===== src/inc/loop_opt_pkg.sv =====
// constants for the two-channel loop detector option block
// assumes a 25 MHz core clock and word-aligned register offsets
//
// Functional notes
// - extension gated by phase green when enabled
// - filter bypass skips noise filter, both channels
// - changing filter bypass resets whole detector
// - green compensation desensitises 0.05% over 15s
// - count display replaces normal channel display
// - vehicle counter rolls over after 65535
// - show low three digits, alternate above 999
// - counter clear rising zeroes count, reads off
// - loop arrangement setting per channel, 7.01-7.05
// - shared fail drives both fail outputs
// - AND pairing calls only when both occupied or extending
// - AND pairing first detector shows pending
// - directional first detector pending, no call
// - directional later channel calls until it clears
// - directional first channel untimed, presence only
// - buzzer follows raw occupancy of selected channel
// - audible on one channel turns other off
// - audible turns off after 15 minutes
// - disconnect: normal when green inactive
// - disconnect timeout suppresses call until green ends
// - disconnect subtype selects extension or occupancy call
// - extension restarts at each clearing of zone
package loop_opt_pkg;
   localparam int ADDR_W = 8;
   localparam logic [ADDR_W-1:0] OFF_GLOBAL = 8'h00;
   localparam logic [ADDR_W-1:0] OFF_CH0 = 8'h04;
   localparam logic [ADDR_W-1:0] OFF_CH1 = 8'h08;
   localparam logic [ADDR_W-1:0] OFF_STATUS = 8'h0c;
   localparam logic [ADDR_W-1:0] OFF_COUNT0 = 8'h10;
   localparam logic [ADDR_W-1:0] OFF_COUNT1 = 8'h14;
   // global register bits
   localparam int G_BYPASS = 0;
   localparam int G_COMMON_FAIL = 1;
   localparam int G_AND_PAIR = 2;
   localparam int G_DIR_PAIR = 3;
   // channel register bits
   localparam int C_EXT_GATE = 0;
   localparam int C_GREEN_COMP = 1;
   localparam int C_SHOW_COUNT = 2;
   localparam int C_DISCONNECT = 3;
   localparam int C_DISC_SUB = 4;
   localparam int C_AUDIBLE = 5;
   localparam int C_CLEAR = 6;
   localparam int C_LOOP_LSB = 8;
   localparam int C_EXT_LSB = 16;
   localparam logic [2:0] LOOP_MIN = 3'h1;
   localparam logic [2:0] LOOP_MAX = 3'h5;
   localparam logic [2:0] LOOP_RESET = 3'h1;
   localparam logic [7:0] EXT_RESET = 8'h00;
   // timing
   localparam int CLK_PERIOD_NS = 40;
   localparam int TICK_PERIOD_NS = 100_000_000;
   localparam int TICK_PER_S = 1_000_000_000 / TICK_PERIOD_NS;
   localparam int DESENS_S = 15;
   localparam int AUD_TIMEOUT_MIN = 15;
   localparam int ALT_S = 1;
   localparam int DESENS_TICKS = DESENS_S * TICK_PER_S;
   localparam int AUD_TICKS = AUD_TIMEOUT_MIN * 60 * TICK_PER_S;
   localparam int ALT_TICKS = ALT_S * TICK_PER_S;
   localparam int COUNT_W = 16;
   localparam int LOW_LIMIT = 999;
   localparam int DIGIT_SPLIT = 1000;
endpackage


===== src/hdl/loop_options.sv =====
// per-channel and paired-channel option logic of a two-channel loop detector
// assumes occupancy and fail inputs already synchronous to clk; phase green comes raw
//
// Added by the designer: the register offsets and strobed register access.
`timescale 1ns/100ps
module loop_options
   import loop_opt_pkg::*;
#(
   parameter int TICK_CYCLES = TICK_PERIOD_NS / CLK_PERIOD_NS
)(
   // clock and reset
   input wire logic clk,
   input wire logic rst_n,
   // register port
   input wire logic [ADDR_W-1:0] addr,
   input wire logic [31:0] wdata,
   input wire logic wr,
   input wire logic rd,
   output logic [31:0] rdata,
   // detection side
   input wire logic [1:0] occupied,
   input wire logic [1:0] loop_fail,
   input wire logic [1:0] phase_green_n,
   // controller and panel side
   output logic [1:0] call,
   output logic [1:0] fail_out,
   output logic [1:0] pending,
   output logic buzzer,
   output logic filter_bypass,
   output logic detector_reset,
   output logic [1:0] desens_step,
   output logic [1:0] show_count,
   output logic [1:0] disp_upper,
   output logic [1:0][9:0] disp_value,
   output logic [1:0][2:0] loop_config
);

   localparam int TW = $clog2(TICK_CYCLES + 1);

   logic common_fail, and_pair, dir_pair;
   logic [1:0] ext_gate, green_comp, disconnect, disc_sub, clear_bit;
   logic [1:0][7:0] ext_time;
   logic aud_on, aud_ch;
   logic [13:0] aud_cnt;
   logic [TW-1:0] tick_cnt;
   logic tick;
   logic [3:0] alt_cnt;
   logic alt_phase;
   logic srst;
   logic [1:0] pg_meta, pg_sync, green;
   logic [1:0] det_q, base_call, first_dir, disc_lat;
   logic [1:0][7:0] ext_cnt;
   logic [1:0][COUNT_W-1:0] vcount;
   logic armed, arm_ch, second_seen;
   logic [1:0] next_call, next_pending;
   logic wr_glob;

   assign srst = !rst_n || detector_reset;
   assign wr_glob = wr && addr == OFF_GLOBAL;

   // 0.1 s tick used by every timer
   always_ff @(posedge clk) begin
      if (!rst_n || tick_cnt == TW'(TICK_CYCLES - 1)) begin
         tick_cnt <= '0;
      end else begin
         tick_cnt <= tick_cnt + 1'b1;
      end
   end

   always_ff @(posedge clk) begin
      tick <= rst_n && tick_cnt == TW'(TICK_CYCLES - 1);
   end

   // display alternation phase
   always_ff @(posedge clk) begin
      if (!rst_n) begin
         alt_cnt <= '0;
         alt_phase <= 1'b0;
      end else if (tick) begin
         if (alt_cnt == 4'(ALT_TICKS - 1)) begin
            alt_cnt <= '0;
            alt_phase <= !alt_phase;
         end else begin
            alt_cnt <= alt_cnt + 1'b1;
         end
      end
   end

   // global settings; a changed bypass value pulses the detector reset
   always_ff @(posedge clk) begin
      if (!rst_n) begin
         filter_bypass <= 1'b0;
         common_fail <= 1'b0;
         and_pair <= 1'b0;
         dir_pair <= 1'b0;
         detector_reset <= 1'b0;
      end else begin
         detector_reset <= wr_glob && wdata[G_BYPASS] != filter_bypass;
         if (wr_glob) begin
            filter_bypass <= wdata[G_BYPASS];
            common_fail <= wdata[G_COMMON_FAIL];
            and_pair <= wdata[G_AND_PAIR];
            dir_pair <= wdata[G_DIR_PAIR];
         end
      end
   end

   // audible signal: one channel at a time, self-expiring; kept over a detector reset
   always_ff @(posedge clk) begin
      if (!rst_n) begin
         aud_on <= 1'b0;
         aud_ch <= 1'b0;
         aud_cnt <= '0;
      end else if (wr && (addr == OFF_CH0 || addr == OFF_CH1)) begin
         if (wdata[C_AUDIBLE]) begin
            aud_on <= 1'b1;
            aud_ch <= addr == OFF_CH1;
            aud_cnt <= '0;
         end else if (aud_ch == (addr == OFF_CH1)) begin
            aud_on <= 1'b0;
         end
      end else if (aud_on && tick) begin
         if (aud_cnt == 14'(AUD_TICKS - 1)) begin
            aud_on <= 1'b0;
         end
         aud_cnt <= aud_cnt + 1'b1;
      end
   end

   always_ff @(posedge clk) begin
      buzzer <= rst_n && aud_on && occupied[aud_ch];
   end

   // fail reporting
   always_ff @(posedge clk) begin
      if (!rst_n) begin
         fail_out <= '0;
      end else begin
         fail_out <= loop_fail | {2{common_fail && |loop_fail}};
      end
   end

   genvar i;
   generate
      for (i = 0; i < 2; i++) begin : g_ch
         localparam logic [ADDR_W-1:0] MY_OFF = i ? OFF_CH1 : OFF_CH0;
         logic wr_me, leave, enter, disc_mode, ext_ok, clr_q, comp_run;
         logic [7:0] comp_cnt;
         logic [COUNT_W-1:0] hi_part, lo_part;

         assign wr_me = wr && addr == MY_OFF;
         assign leave = det_q[i] && !occupied[i];
         assign enter = occupied[i] && !det_q[i];
         assign disc_mode = disconnect[i] && green[i];
         // the first channel of a directional pair never extends
         assign ext_ok = (!ext_gate[i] || green[i]) && !(disc_mode && disc_sub[i]) && !first_dir[i];
         assign base_call[i] = !disc_lat[i] && (occupied[i] ||
            (ext_ok && (ext_cnt[i] != 8'h00 || (leave && ext_time[i] != 8'h00))));
         assign hi_part = vcount[i] / COUNT_W'(DIGIT_SPLIT);
         assign lo_part = vcount[i] % COUNT_W'(DIGIT_SPLIT);
         assign comp_run = green_comp[i] && green[i] && comp_cnt < 8'(DESENS_TICKS) && (comp_cnt != 8'h00 || call[i]);

         // phase green: two-stage synchroniser, active low
         always_ff @(posedge clk) begin
            if (!rst_n) begin
               pg_meta[i] <= 1'b1;
               pg_sync[i] <= 1'b1;
            end else begin
               pg_meta[i] <= phase_green_n[i];
               pg_sync[i] <= pg_meta[i];
            end
         end
         assign green[i] = !pg_sync[i];

         // channel settings; clear always reads back as off and drops once viewed
         always_ff @(posedge clk) begin
            if (!rst_n) begin
               ext_gate[i] <= 1'b0;
               green_comp[i] <= 1'b0;
               show_count[i] <= 1'b0;
               disconnect[i] <= 1'b0;
               disc_sub[i] <= 1'b0;
               clear_bit[i] <= 1'b0;
               loop_config[i] <= LOOP_RESET;
               ext_time[i] <= EXT_RESET;
            end else if (wr_me) begin
               ext_gate[i] <= wdata[C_EXT_GATE];
               green_comp[i] <= wdata[C_GREEN_COMP];
               show_count[i] <= wdata[C_SHOW_COUNT];
               disconnect[i] <= wdata[C_DISCONNECT];
               disc_sub[i] <= wdata[C_DISC_SUB];
               clear_bit[i] <= wdata[C_CLEAR];
               ext_time[i] <= wdata[C_EXT_LSB +: 8];
               if (wdata[C_LOOP_LSB +: 3] >= LOOP_MIN && wdata[C_LOOP_LSB +: 3] <= LOOP_MAX) begin
                  loop_config[i] <= wdata[C_LOOP_LSB +: 3];
               end
            end else if (rd && addr == MY_OFF) begin
               clear_bit[i] <= 1'b0;
            end
         end

         always_ff @(posedge clk) begin
            if (srst) begin
               det_q[i] <= 1'b0;
               clr_q <= 1'b0;
            end else begin
               det_q[i] <= occupied[i];
               clr_q <= clear_bit[i];
            end
         end

         // extension countdown, also the disconnect timer during green
         always_ff @(posedge clk) begin
            if (srst || occupied[i]) begin
               ext_cnt[i] <= 8'h00;
            end else if (leave && (ext_ok || disc_mode)) begin
               ext_cnt[i] <= ext_time[i];
            end else if (tick && ext_cnt[i] != 8'h00) begin
               ext_cnt[i] <= ext_cnt[i] - 1'b1;
            end
         end

         always_ff @(posedge clk) begin
            if (srst || !disc_mode) begin
               disc_lat[i] <= 1'b0;
            end else if (!occupied[i] && ((tick && ext_cnt[i] == 8'h01) || (leave && ext_time[i] == 8'h00))) begin
               disc_lat[i] <= 1'b1;
            end
         end

         // counting wraps through the counter width; clear wins over a new vehicle
         always_ff @(posedge clk) begin
            if (srst || (clear_bit[i] && !clr_q)) begin
               vcount[i] <= '0;
            end else if (enter) begin
               vcount[i] <= vcount[i] + 1'b1;
            end
         end

         always_ff @(posedge clk) begin
            if (!rst_n) begin
               disp_value[i] <= '0;
               disp_upper[i] <= 1'b0;
            end else if (vcount[i] > COUNT_W'(LOW_LIMIT) && alt_phase) begin
               disp_value[i] <= hi_part[9:0];
               disp_upper[i] <= 1'b1;
            end else begin
               disp_value[i] <= lo_part[9:0];
               disp_upper[i] <= 1'b0;
            end
         end

         // green compensation: one step per tick for the 15 s window
         always_ff @(posedge clk) begin
            if (srst || !(green_comp[i] && green[i])) begin
               comp_cnt <= 8'h00;
            end else if (tick && comp_run) begin
               comp_cnt <= comp_cnt + 1'b1;
            end
         end

         always_ff @(posedge clk) begin
            desens_step[i] <= rst_n && !detector_reset && tick && comp_run;
         end

      end
   endgenerate

   // directional pairing: first detector arms, second detector fires
   assign first_dir[0] = dir_pair && armed && !arm_ch;
   assign first_dir[1] = dir_pair && armed && arm_ch;

   always_ff @(posedge clk) begin
      if (srst || !dir_pair) begin
         armed <= 1'b0;
         arm_ch <= 1'b0;
         second_seen <= 1'b0;
      end else if (!armed) begin
         if (|occupied) begin
            armed <= 1'b1;
            arm_ch <= !occupied[0];
         end
      end else if (!second_seen) begin
         if (occupied[!arm_ch] && occupied[arm_ch]) begin
            second_seen <= 1'b1;
         end else if (!occupied[arm_ch]) begin
            armed <= 1'b0;
         end
      end else if (!base_call[!arm_ch]) begin
         armed <= 1'b0;
         second_seen <= 1'b0;
      end
   end

   always_comb begin
      next_call = base_call;
      next_pending = 2'b00;
      if (dir_pair) begin
         for (int k = 0; k < 2; k++) begin
            next_call[k] = armed && second_seen && arm_ch != k[0] && base_call[k];
            next_pending[k] = armed && arm_ch == k[0] && !second_seen && occupied[k];
         end
      end else if (and_pair) begin
         next_call = {2{base_call[0] && base_call[1]}};
         next_pending = occupied & ~{occupied[0], occupied[1]};
      end
   end

   always_ff @(posedge clk) begin
      if (srst) begin
         call <= 2'b00;
         pending <= 2'b00;
      end else begin
         call <= next_call;
         pending <= next_pending;
      end
   end

   // register reads, answered in the next cycle
   always_ff @(posedge clk) begin
      if (!rst_n || !rd) begin
         rdata <= '0;
      end else begin
         case (addr)
            OFF_GLOBAL: rdata <= {28'h0, dir_pair, and_pair, common_fail, filter_bypass};
            OFF_CH0, OFF_CH1: begin
               rdata <= {8'h0, ext_time[addr == OFF_CH1], 5'h0, loop_config[addr == OFF_CH1], 1'b0,
                  1'b0, aud_on && aud_ch == (addr == OFF_CH1), disc_sub[addr == OFF_CH1],
                  disconnect[addr == OFF_CH1], show_count[addr == OFF_CH1],
                  green_comp[addr == OFF_CH1], ext_gate[addr == OFF_CH1]};
            end
            OFF_STATUS: rdata <= {22'h0, disc_lat, buzzer, 1'b0, fail_out, pending, call};
            OFF_COUNT0: rdata <= {16'h0, vcount[0]};
            OFF_COUNT1: rdata <= {16'h0, vcount[1]};
            default: rdata <= '0;
         endcase
      end
   end

endmodule


===== config.mk =====
export PLATFORM = sky130hd
export DESIGN_NAME = loop_options
export DESIGN_NICKNAME = d
export VERILOG_FILES = /design/src/inc/loop_opt_pkg.sv /design/src/hdl/loop_options.sv
export SDC_FILE = /design/constraint.sdc
export NUM_CORES = 1
export LEC_CHECK = 0
export BUFFER_PORTS_ARGS = -buffer_cell sky130_fd_sc_hd__clkbuf_2
export CORE_UTILIZATION = 55
export CTS_CLUSTER_DIAMETER = 200
export DETAILED_ROUTE_END_ITERATION = 8
export HOLD_SLACK_MARGIN = 0.1
export MAX_ROUTING_LAYER = met4
export PLACE_DENSITY_LB_ADDON = 0.12
export SLEW_MARGIN = 20
export SYNTH_ARGS = -nofsm -noshare
export SYNTH_HDL_FRONTEND = slang
export SYNTH_SLANG_ARGS = --single-unit

===== constraint.sdc =====
create_clock -name clk -period 5.6 [get_ports clk]
set_input_delay 0.28 -clock clk [delete_from_list [all_inputs] [get_ports clk]]
set_output_delay 0.28 -clock clk [all_outputs]
set_load 0.01 [all_outputs]

==> Word level (Yosys, flattened, before mapping) <==
Index checks and enable logic that the tools add are counted.
{ "word_totals": {"reg_bits": 223, "in_bits": 50, "output_inout_bits": 73, "wordCells": 307} }
{ "classes": {"n_addsub": 9, "div_mod_pow": 4, "order_cmp": 10, "eq_ne": 14, "n_mux": 56, "bitwise": 5, "reduce_logical": 151} }
{ "op_table": {"columns": ["cell", "count"], "rows": [
  ["case mux 24 bit (5 select lines)", 1],
  ["logical AND 1 bit", 74],
  ["2-to-1 mux 8 bit", 6],
  ["nonzero test 8 bit", 6],
  ["2-to-1 mux 14 bit", 3],
  ["2-to-1 mux 1 bit", 37],
  ["adder 16 x 1 -> 16 bit, second input constant", 2],
  ["divider 16 x 10 -> 16 bit, second input constant", 2],
  ["greater-than comparator 16 x 10 -> 1 bit, second input constant", 2],
  ["remainder unit 16 x 10 -> 16 bit, second input constant", 2],
  ["zero test 1 bit", 27],
  ["logical OR 1 bit", 25],
  ["zero test 8 bit", 3],
  ["adder 22 x 1 -> 22 bit, second input constant", 1],
  ["== test 22 bit, second input constant", 1],
  ["2-to-1 mux 10 bit", 2],
  ["adder 8 x 1 -> 8 bit, second input constant", 2],
  ["== test 8 x 1 -> 1 bit, second input constant", 2],
  ["== test 8 x 4 -> 1 bit, second input constant", 2],
  ["== test 8 x 5 -> 1 bit, second input constant", 2],
  ["less-than comparator 8 bit, second input constant", 2],
  ["subtractor 8 x 1 -> 8 bit, second input constant", 2],
  ["adder 14 x 1 -> 14 bit, second input constant", 1],
  ["== test 14 bit, second input constant", 1],
  ["other kinds (21)", 41]
]} }

==> Longest topological paths before layout <==
Gate-level depths: netlist (run 1).
{ "depth": {"ltp_word": 14, "ltp_mapped": 23, "depth_no_buf": 18} }

==> Worst setup path after synthesis (run 1) <==
No wires, ideal clock.
{ "synth_timing": {"kind": "register -> register", "startpoint": "register vcount[30] (netlist name)", "endpoint": "register disp_value[16] (netlist name)", "setup_ns": 0.070, "t_arrival_ns": 4.711, "required_time_ns": 5.530, "slack_ns": 0.818, "stages_incl_launch_ff": 22, "n_path_buf": 3, "period_less_slack_ns": 4.782, "path_cell_list": "dfxtp_1 buf_2 nand4_2 mux2i_1 o32ai_4 a31oi_4 buf_6 o2111a_1 or3_1 buf_6 mux2i_1 a31o_1 a21oi_4 mux2i_1 o32ai_4 o21ai_4 mux2i_1 a221oi_2 nor3_4 and3_1 or4_1 a21oi_1"} }
{ "synth_between": {"elab_chain_len": 3, "word_cells_on_any_way": 5, "classes_between": "div (2); order compare (1); mux (1); reduce/logical (1)"} }
{ "synth_rtl": {"columns": ["element", "line_no", "rtl"], "rows": [
  ["start, declared", "loop_options.sv:53", "logic [1:0][COUNT_W-1:0] vcount;"],
  ["start signal, assigned by index", "loop_options.sv:236", "vcount[i] <= vcount[i] + 1'b1;"],
  ["parallel branches: the longest is 2 deep, another holds remainder unit 16 x 10 -> 16 bit", null, null],
  ["2-to-1 mux 10 bit (*)", "loop_options.sv:244", "end else if (vcount[i] > COUNT_W'(LOW_LIMIT) && alt_phase) begin"],
  ["end signal, assigned by index", "loop_options.sv:245", "disp_value[i] <= hi_part[9:0];"],
  ["end signal, assigned by index", "loop_options.sv:248", "disp_value[i] <= lo_part[9:0];"],
  ["end, declared", "loop_options.sv:34", "output logic [1:0][9:0] disp_value,"]
]} }
Mark *: on every way between the ends.
A chain may end at the register's enable or synchronous reset.

==> Worst setup path in the final report (run 1) <==
{ "layout_timing": {"startpoint": "register vcount[25] (netlist name)", "endpoint": "register disp_value[16] (netlist name)"} }
Same word-level chain as after synthesis.

==> results of run 1 <==
==> cells in the final DEF, fill, tap and decap left out, types with 15 or more instances in the layout <==
master / Yosys / routed
a211oi_1: 26 / 26
a21o_1: 15 / 15
a21oi_1: 121 / 121
a221oi_1: 17 / 17
a31oi_1: 22 / 21
and2_1: 16 / 16
and3_1: 24 / 24
buf_4: 12 / 48
clkbuf_16: 0 / 24
clkbuf_2: 0 / 100
dfxtp_1: 215 / 209
dlygate4sd3_1: 0 / 22
ha_1: 16 / 16
inv_1: 32 / 31
mux2i_1: 35 / 35
nand2_1: 180 / 180
nand2b_1: 17 / 17
nand3_1: 47 / 46
nand4_1: 28 / 28
nor2_1: 212 / 212
nor2b_1: 18 / 18
nor3_1: 41 / 41
nor4_1: 19 / 18
o211ai_1: 19 / 19
o21ai_0: 56 / 54
xnor2_1: 51 / 50
xor2_1: 58 / 58
==> timing repair <==
item / 4_1_cts / 5_1_grt
endpoints found under the hold margin: 45 / 0
setup endpoints to repair: 0 / 15
hold buffers: 22 / 0
gates resized for setup: 0 / 15
setup buffers: 0 / 2
==> per-layer routing <==
metal,vias up,global-route usage [%],part of all wire [%]
met5,-,-,0
met4,0,8.439,2.1
met3,55,3.502,5.9
met2,386,45.54,45
met1,5703,38.75,46
li1,5989,-,-
==> cell type report <==
class | count | area (um^2)
Antenna cell | 3 | 7.507
Clock buffer | 30 | 673.1
Clock inverter | 14 | 173.9
Fill cell | 1984 | 8059
Inverter | 34 | 127.6
Multi-Input combinational cell | 1270 | 7919
Sequential cell | 215 | 4312
Tap cell | 285 | 356.6
Timing Repair Buffer | 170 | 1081
==> where the power goes <==
group	leakage [nW]	internal, W	switching, W
Sequential	1.74	0.00154	0.0000148
Combinational	3.39	0.0000504	0.0000822
Clock	0.426	0.000997	0.000654
Total	5.55	0.00259	0.000751
==> worst reg2reg max path, delay by kind of cell (launching register included) <==
kind	cells	cell delay (ps)
DFF	1	410
muxes	1	140
and+or+nand+nor	6	1690
AOI/OAI and AO/OA	11	2980
==> flip-flops by register name (all words and copies together) (netlist names), 4 cells and up <==
| signal | flops |
|---|---|
| alt_cnt | 4 |
| aud_cnt | 14 |
| disp_value | 20 |
| ext_cnt | 16 |
| ext_time | 16 |
| g_ch.comp_cnt | 16 |
| loop_config | 6 |
| rdata | 24 |
| tick_cnt | 22 |
| vcount | 32 |
==> path summary, 6_finish.rpt <==
check,cells past startpoint,slack (ps),startpoint,to
max,18,350,vcount[25],disp_value[16]
min,2,120,occupied[0],arm_ch
max reg2reg,18,350,vcount[25],disp_value[16]
min reg2reg,1,410,pg_meta[1],pg_sync[1]
==> cell families after synthesis <==
logic type	Yosys count	synth area share, %
fa+ha+maj	21	1.960
other cells	1	0.02937
flops	215	33.71
mux	39	3.097
buf+inv	136	4.880
compound gates	421	23.23
xor+xnor	113	7.986
simple gates	668	25.11
==> metrics by stage <==
| step | TNS, ps | worst slack [ps] |
|---|---|---|
| 6_report | 0 | 345.5 |
| 5_1_grt | -27.76 | -27.76 |
| 4_1_cts | 0 | 265.2 |
| 3_5_place_dp | 0 | 286.6 |
| 3_3_place_gp | 0 | 383.5 |
| 2_1_floorplan | 0 | 818.2 |
==> flow_metrics.py, run 1 <==
metrics = {
    "routing": {
        "drc": 0,
        "antenna_left": 0,
        "vias_per_cell": 6.003,
        "wl_um": 33910,
        "vias": 12130,
        "drtPass1Iterations": 5,
        "drtIter0Drc": 1077,
        "post_drt_wl_per_cell_um": 16.78,
    },
    "timing": {
        "drv_slew": 0,
        "hold_viol_final": 0,
        "rsz0062_at_grt": "yes",
        "slew_headroom_pct": 38.94,
        "finalCriticalPeriod_ps": 5255,
        "max_freq_ghz": 0.1903,
        "fin_skew_ps": 39.61,
        "setup_viol": 0,
        "tightest_slew_ps": 911.7,
        "post-route-period-util_pct": 93.83,
        "fin_hold_ws_ps": 123.7,
    },
    "yosys": {
        "ys_seq_elements": 215,
        "post_synth.cell_area_avg_um2": 7.911,
        "synth.largest_area_cell": "dfxtp_1",
        "synth_ff_type": "dfxtp_1",
        "synth_top_cell_area_share_pct": 33.71,
        "synthArstFlopShare_pct": 0,
        "synth_area_leaders": "dfxtp_1 (34%), nor2_1 (6.2%), nand2_1 (5.3%)",
        "ys_seq_area_share_pct": 33.71,
        "yosysMostFrequentCell": "dfxtp_1",
        "synth_cell_types": 100,
        "yosys-top-cells-count": "dfxtp_1 (215), nor2_1 (212), nand2_1 (180)",
        "syn_inst": 1614,
        "ys_warn_count": 0,
        "synth_area_um2": 12770,
        "synth-edff-count": 0,
    },
    "place": {
        "place_hpwl_um": 24310,
        "dpl-instance-area_um2": 13520,
        "portBuffers": 100,
        "dp.cells": 1950,
        "gp_congestion": 0.9091,
    },
    "clock_tree": {
        "clk_pin_slew_worst_paths_ps": 60,
        "insertion_delay_ps": 540,
        "cts_sinks": 215,
        "root_buffer": "clkbuf_16",
        "cts_buffer_depth": 3,
        "htree_levels": 1,
        "numCtsBuffers": 24,
        "cts_tree": "yes",
    },
    "global_routing": {
        "antenna_found_initial": 3,
        "grt_pass1_vias": 10870,
        "grt_pass1_wl_um": 55130,
        "groute.usage.overall_pct": 28.84,
        "grt_overflow_total": 0,
        "grt_max_degree": 59,
    },
    "layout": {
        "nets": 1781,
        "drive_above_1_share_pct": 15.29,
        "fin_util_pct": 64.51,
        "area_growth_syn_to_layout_pct": 14.74,
        "fin_area_um2": 14650,
        "layoutNonFillerInstCount": 2021,
    },
    "die": {
        "coreArea_um2": 22710,
        "start_util_pct": 56.23,
        "die_area_um2": 23830,
        "ios": 123,
        "die_w_um": 154.4,
        "dieHeight_um": 154.4,
        "rows": 55,
    },
    "pwr": {
        "power_density_nw_per_um2": 228.1,
        "ir_worst_vdd_v": 0.0002540,
        "finalPower_w": 0.003341,
        "p_leak_nw": 5.554,
    },
    "setup_path": {
        "crit_path_max_fanout": 10,
        "cp_slowest_cell": "or4_1",
        "worstSetupStartpointType": "flop",
        "cp_top_family": "compound AO/OA/AOI/OAI gates",
        "critPathKind": "reg -> reg",
        "crit_required_ps": 6070,
        "worstPathArrival_ps": 5720,
        "critPathBufInv": 0,
        "worstSetupEndpointType": "flop",
        "path_cells": "o21ai_0, nor2_2, o32ai_4, a31oi_4, nor4_1, or3_1, a21oi_4, o211ai_1, a22oi_1, a21oi_1, o32ai_4, o21ai_4, mux2i_1, a221oi_2, nor3_4, and3_1, or4_1, a21oi_1",
        "crit_path_max_incr_delay_ps": 500,
    },
    "run_status": {
        "status": "finished, final reports clean",
    },
    "flow_run": {
        "cap_violations": 0,
    },
    "min_path": {
        "hp-class": "in -> reg",
    },
}
Power figures use the tool's default switching activity.
==> run 2, diff against run 1 <==
==> constraint.sdc (replaced) <==
create_clock -name clk -period 5.6 [get_ports clk]
set_input_delay 1.12 -clock clk [delete_from_list [all_inputs] [get_ports clk]]
set_output_delay 1.12 -clock clk [all_outputs]
set_load 0.01 [all_outputs]
==> run 2 against run 1 <==
  * Wire length grew 0.12%
  * Final area down 1.4%
  * Clock skew decreased by 11 ps
  * Sequential share of layout area up 0.40 points
  * Count of clock-buffer cells in the layout increased by 3
  * Sequential power is essentially flat
==> flow_metrics.py, run 2 (synthesis gave the netlist of run 1 again) <==
metrics = {
    "timing": {
        "worst_slack_ps": 281.2,
        "tightest_slew_ps": 912.4,
        "tns_ps": 0,
        "setup_viol": 0,
        "drv_slew": 0,
        "hold_viol_final": 0,
        "slew_headroom_pct": 38.89,
        "max_freq_ghz": 0.1880,
        "rsz0062_at_grt": "no",
        "finalCriticalPeriod_ps": 5319,
        "post-route-period-util_pct": 94.98,
        "fin_skew_ps": 28.51,
    },
    "routing": {
        "post_drt_wl_per_cell_um": 17.01,
        "wl_um": 33950,
        "vias": 11930,
        "drc": 0,
        "antenna_left": 0,
        "drtPass1Iterations": 5,
        "drtIter0Drc": 803,
        "vias_per_cell": 5.978,
    },
    "min_path": {
        "hp-class": "reg -> reg",
        "hold_depth": 1,
    },
    "setup_path": {
        "r2r_cells": 19,
        "crit_required_ps": 6070,
        "reg2reg_to": "disp_value[16]",
        "worstSetupStartpointType": "flop",
        "cp_slowest_cell": "dfxtp_1",
        "r2r_slack_ps": 280,
        "worstSetupEndpointType": "flop",
        "path_cells": "nand4_2, mux2i_1, o32ai_4, buf_4, a31o_1, and2_1, nor4_4, a21oi_4, o211ai_1, a22oi_1, a21oi_1, o32ai_4, o21ai_4, mux2i_1, a221oi_2, nor3_4, and3_1, or4_1, a21oi_1",
        "cp-startpoint": "vcount[28]",
        "worstPathArrival_ps": 5790,
        "crit_path_max_incr_delay_ps": 540,
        "r2r-start": "vcount[28]",
        "crit_path_max_fanout": 10,
        "crit_end": "disp_value[16]",
        "critPathKind": "reg -> reg",
    },
    "layout": {
        "largest_register_ffs": 32,
        "final_common_cell": "nor2_1",
        "regMostFlops": "vcount",
        "nets": 1761,
        "area_growth_syn_to_layout_pct": 13.12,
        "drive_above_1_share_pct": 15.31,
        "n_antenna_cell": 0,
        "fin_util_pct": 63.60,
        "final_cell_mix": "nor2_1 (212), dfxtp_1 (211), nand2_1 (180)",
        "multi_input_comb_area_um2": 7968,
        "reg_top3": "vcount: 32 flops, rdata: 24 flops, tick_cnt: 22 flops",
        "ff_latch_area_um2": 4309,
        "fill_cells": 2048,
    },
    "pwr": {
        "ir_worst_vdd_v": 0.0002014,
        "power_density_nw_per_um2": 225.5,
        "sw_frac_of_total_pct": 22.27,
        "pwr-share-seq_pct": 47.8,
        "p_leak_nw": 5.452,
        "pwr-share-clk_pct": 48.5,
        "power.internal_w": 0.002532,
        "pwr-share-comb_pct": 3.7,
        "p_switching_w": 0.0007256,
    },
    "global_routing": {
        "grt_pass1_wl_um": 54990,
        "grt_max_degree": 60,
        "antenna_found_initial": 0,
        "groute.usage.overall_pct": 28.73,
        "grt_pass1_vias": 11030,
        "grt_overflow_total": 0,
    },
    "run_status": {
        "status": "finished, final reports clean",
    },
    "place": {
        "gp_congestion": 0.8998,
        "place_hpwl_um": 24600,
        "place_ws_ps": 115.2,
        "portBuffers": 100,
    },
    "clock_tree": {
        "clk_pin_slew_worst_paths_ps": 60,
        "htree_levels": 1,
        "cts_sinks": 215,
        "cts_tree": "yes",
        "insertion_delay_ps": 540,
        "cts_buffer_depth": 3,
        "numCtsBuffers": 24,
        "root_buffer": "clkbuf_16",
    },
    "die": {
        "die_w_um": 154.4,
        "ios": 123,
        "rows": 55,
        "coreArea_um2": 22710,
        "start_util_pct": 56.23,
        "dieHeight_um": 154.4,
        "die_area_um2": 23830,
    },
    "flow_run": {
        "cap_violations": 0,
    },
}
==> run 2: changes by cell type in the layout (fill, tap and decap cells not counted), sizes merged <==
cell         before  now
buf              48   50
bufinv            3    2
clkbuf          130  133
clkinv           11    7
clkinvlp          0    1
diode             3    0
dlygate4sd3      22    0
inv              34   33
==> run 2: final cells by class <==
type	instances	area share (%)
Multi-Input combinational cell	1270	55.16
Sequential cell	215	29.83
Timing Repair Buffer	150	6.064
Clock buffer	33	4.738
Tap cell	285	2.469
Inverter	34	0.8836
Clock inverter	9	0.8489
==> run 2: power groups by stage <==
stage | Sequential [W] | Combinational, W | Clock, W
after floorplan | 0.00159 | 0.0000785 | 0
after global placement | 0.00159 | 0.000116 | 0
after detailed placement | 0.00159 | 0.000117 | 0
after CTS | 0.00156 | 0.000118 | 0.00160
after global routing | 0.00156 | 0.000132 | 0.00166
final | 0.00156 | 0.000119 | 0.00158
==> run 2: layer usage <==
metal	vias to the layer above	routed length, um	global-route usage (%)
met2	332	15410	46.36
met4	0	856	8.345
met5	-	0	-
met3	61	1979	3.783
met1	5596	15700	37.66
li1	5943	-	-
==> run 2: worst min path at each step <==
stage	from	to	slack, ps
after CTS	pg_meta[1]	pg_sync[1]	410
after detailed placement	pg_meta[1]	pg_sync[1]	400
after floorplan	pg_meta[0]	pg_sync[0]	390
final	pg_meta[1]	pg_sync[1]	410
after global routing	pg_meta[1]	pg_sync[1]	430
after global placement	pg_meta[1]	pg_sync[1]	390
==> run 2: per-stage QoR <==
stage | instances | hold slack [ps] | total power [W] | cell area (um^2)
finish | 1996 | 413.2 | 0.003258 | 14440
global route | 1996 | 427.9 | 0.003353 | 14440
CTS | 1993 | 412.0 | 0.003279 | 14330
detailed placement | 1951 | 398.1 | 0.001707 | 13520
global placement | 1951 | 388.9 | 0.001706 | 13520
floorplan | 1621 | 386.3 | 0.001666 | 12790
==> run 2: repair_timing <==
item / CTS / global route
setup endpoints to repair: 0 / 13
hold buffers: 0 / 0
gates resized for setup: 0 / 18
setup buffers: 0 / 3
==> run 2: critical path: cells and delay by family (launching register included) <==
family,cells,cell delay [ps]
AO/OA/AOI/OAI,10,2470
buffers and inverters,1,180
AND/OR/NAND/NOR,6,1650
flip-flops,1,540
multiplexers,2,440
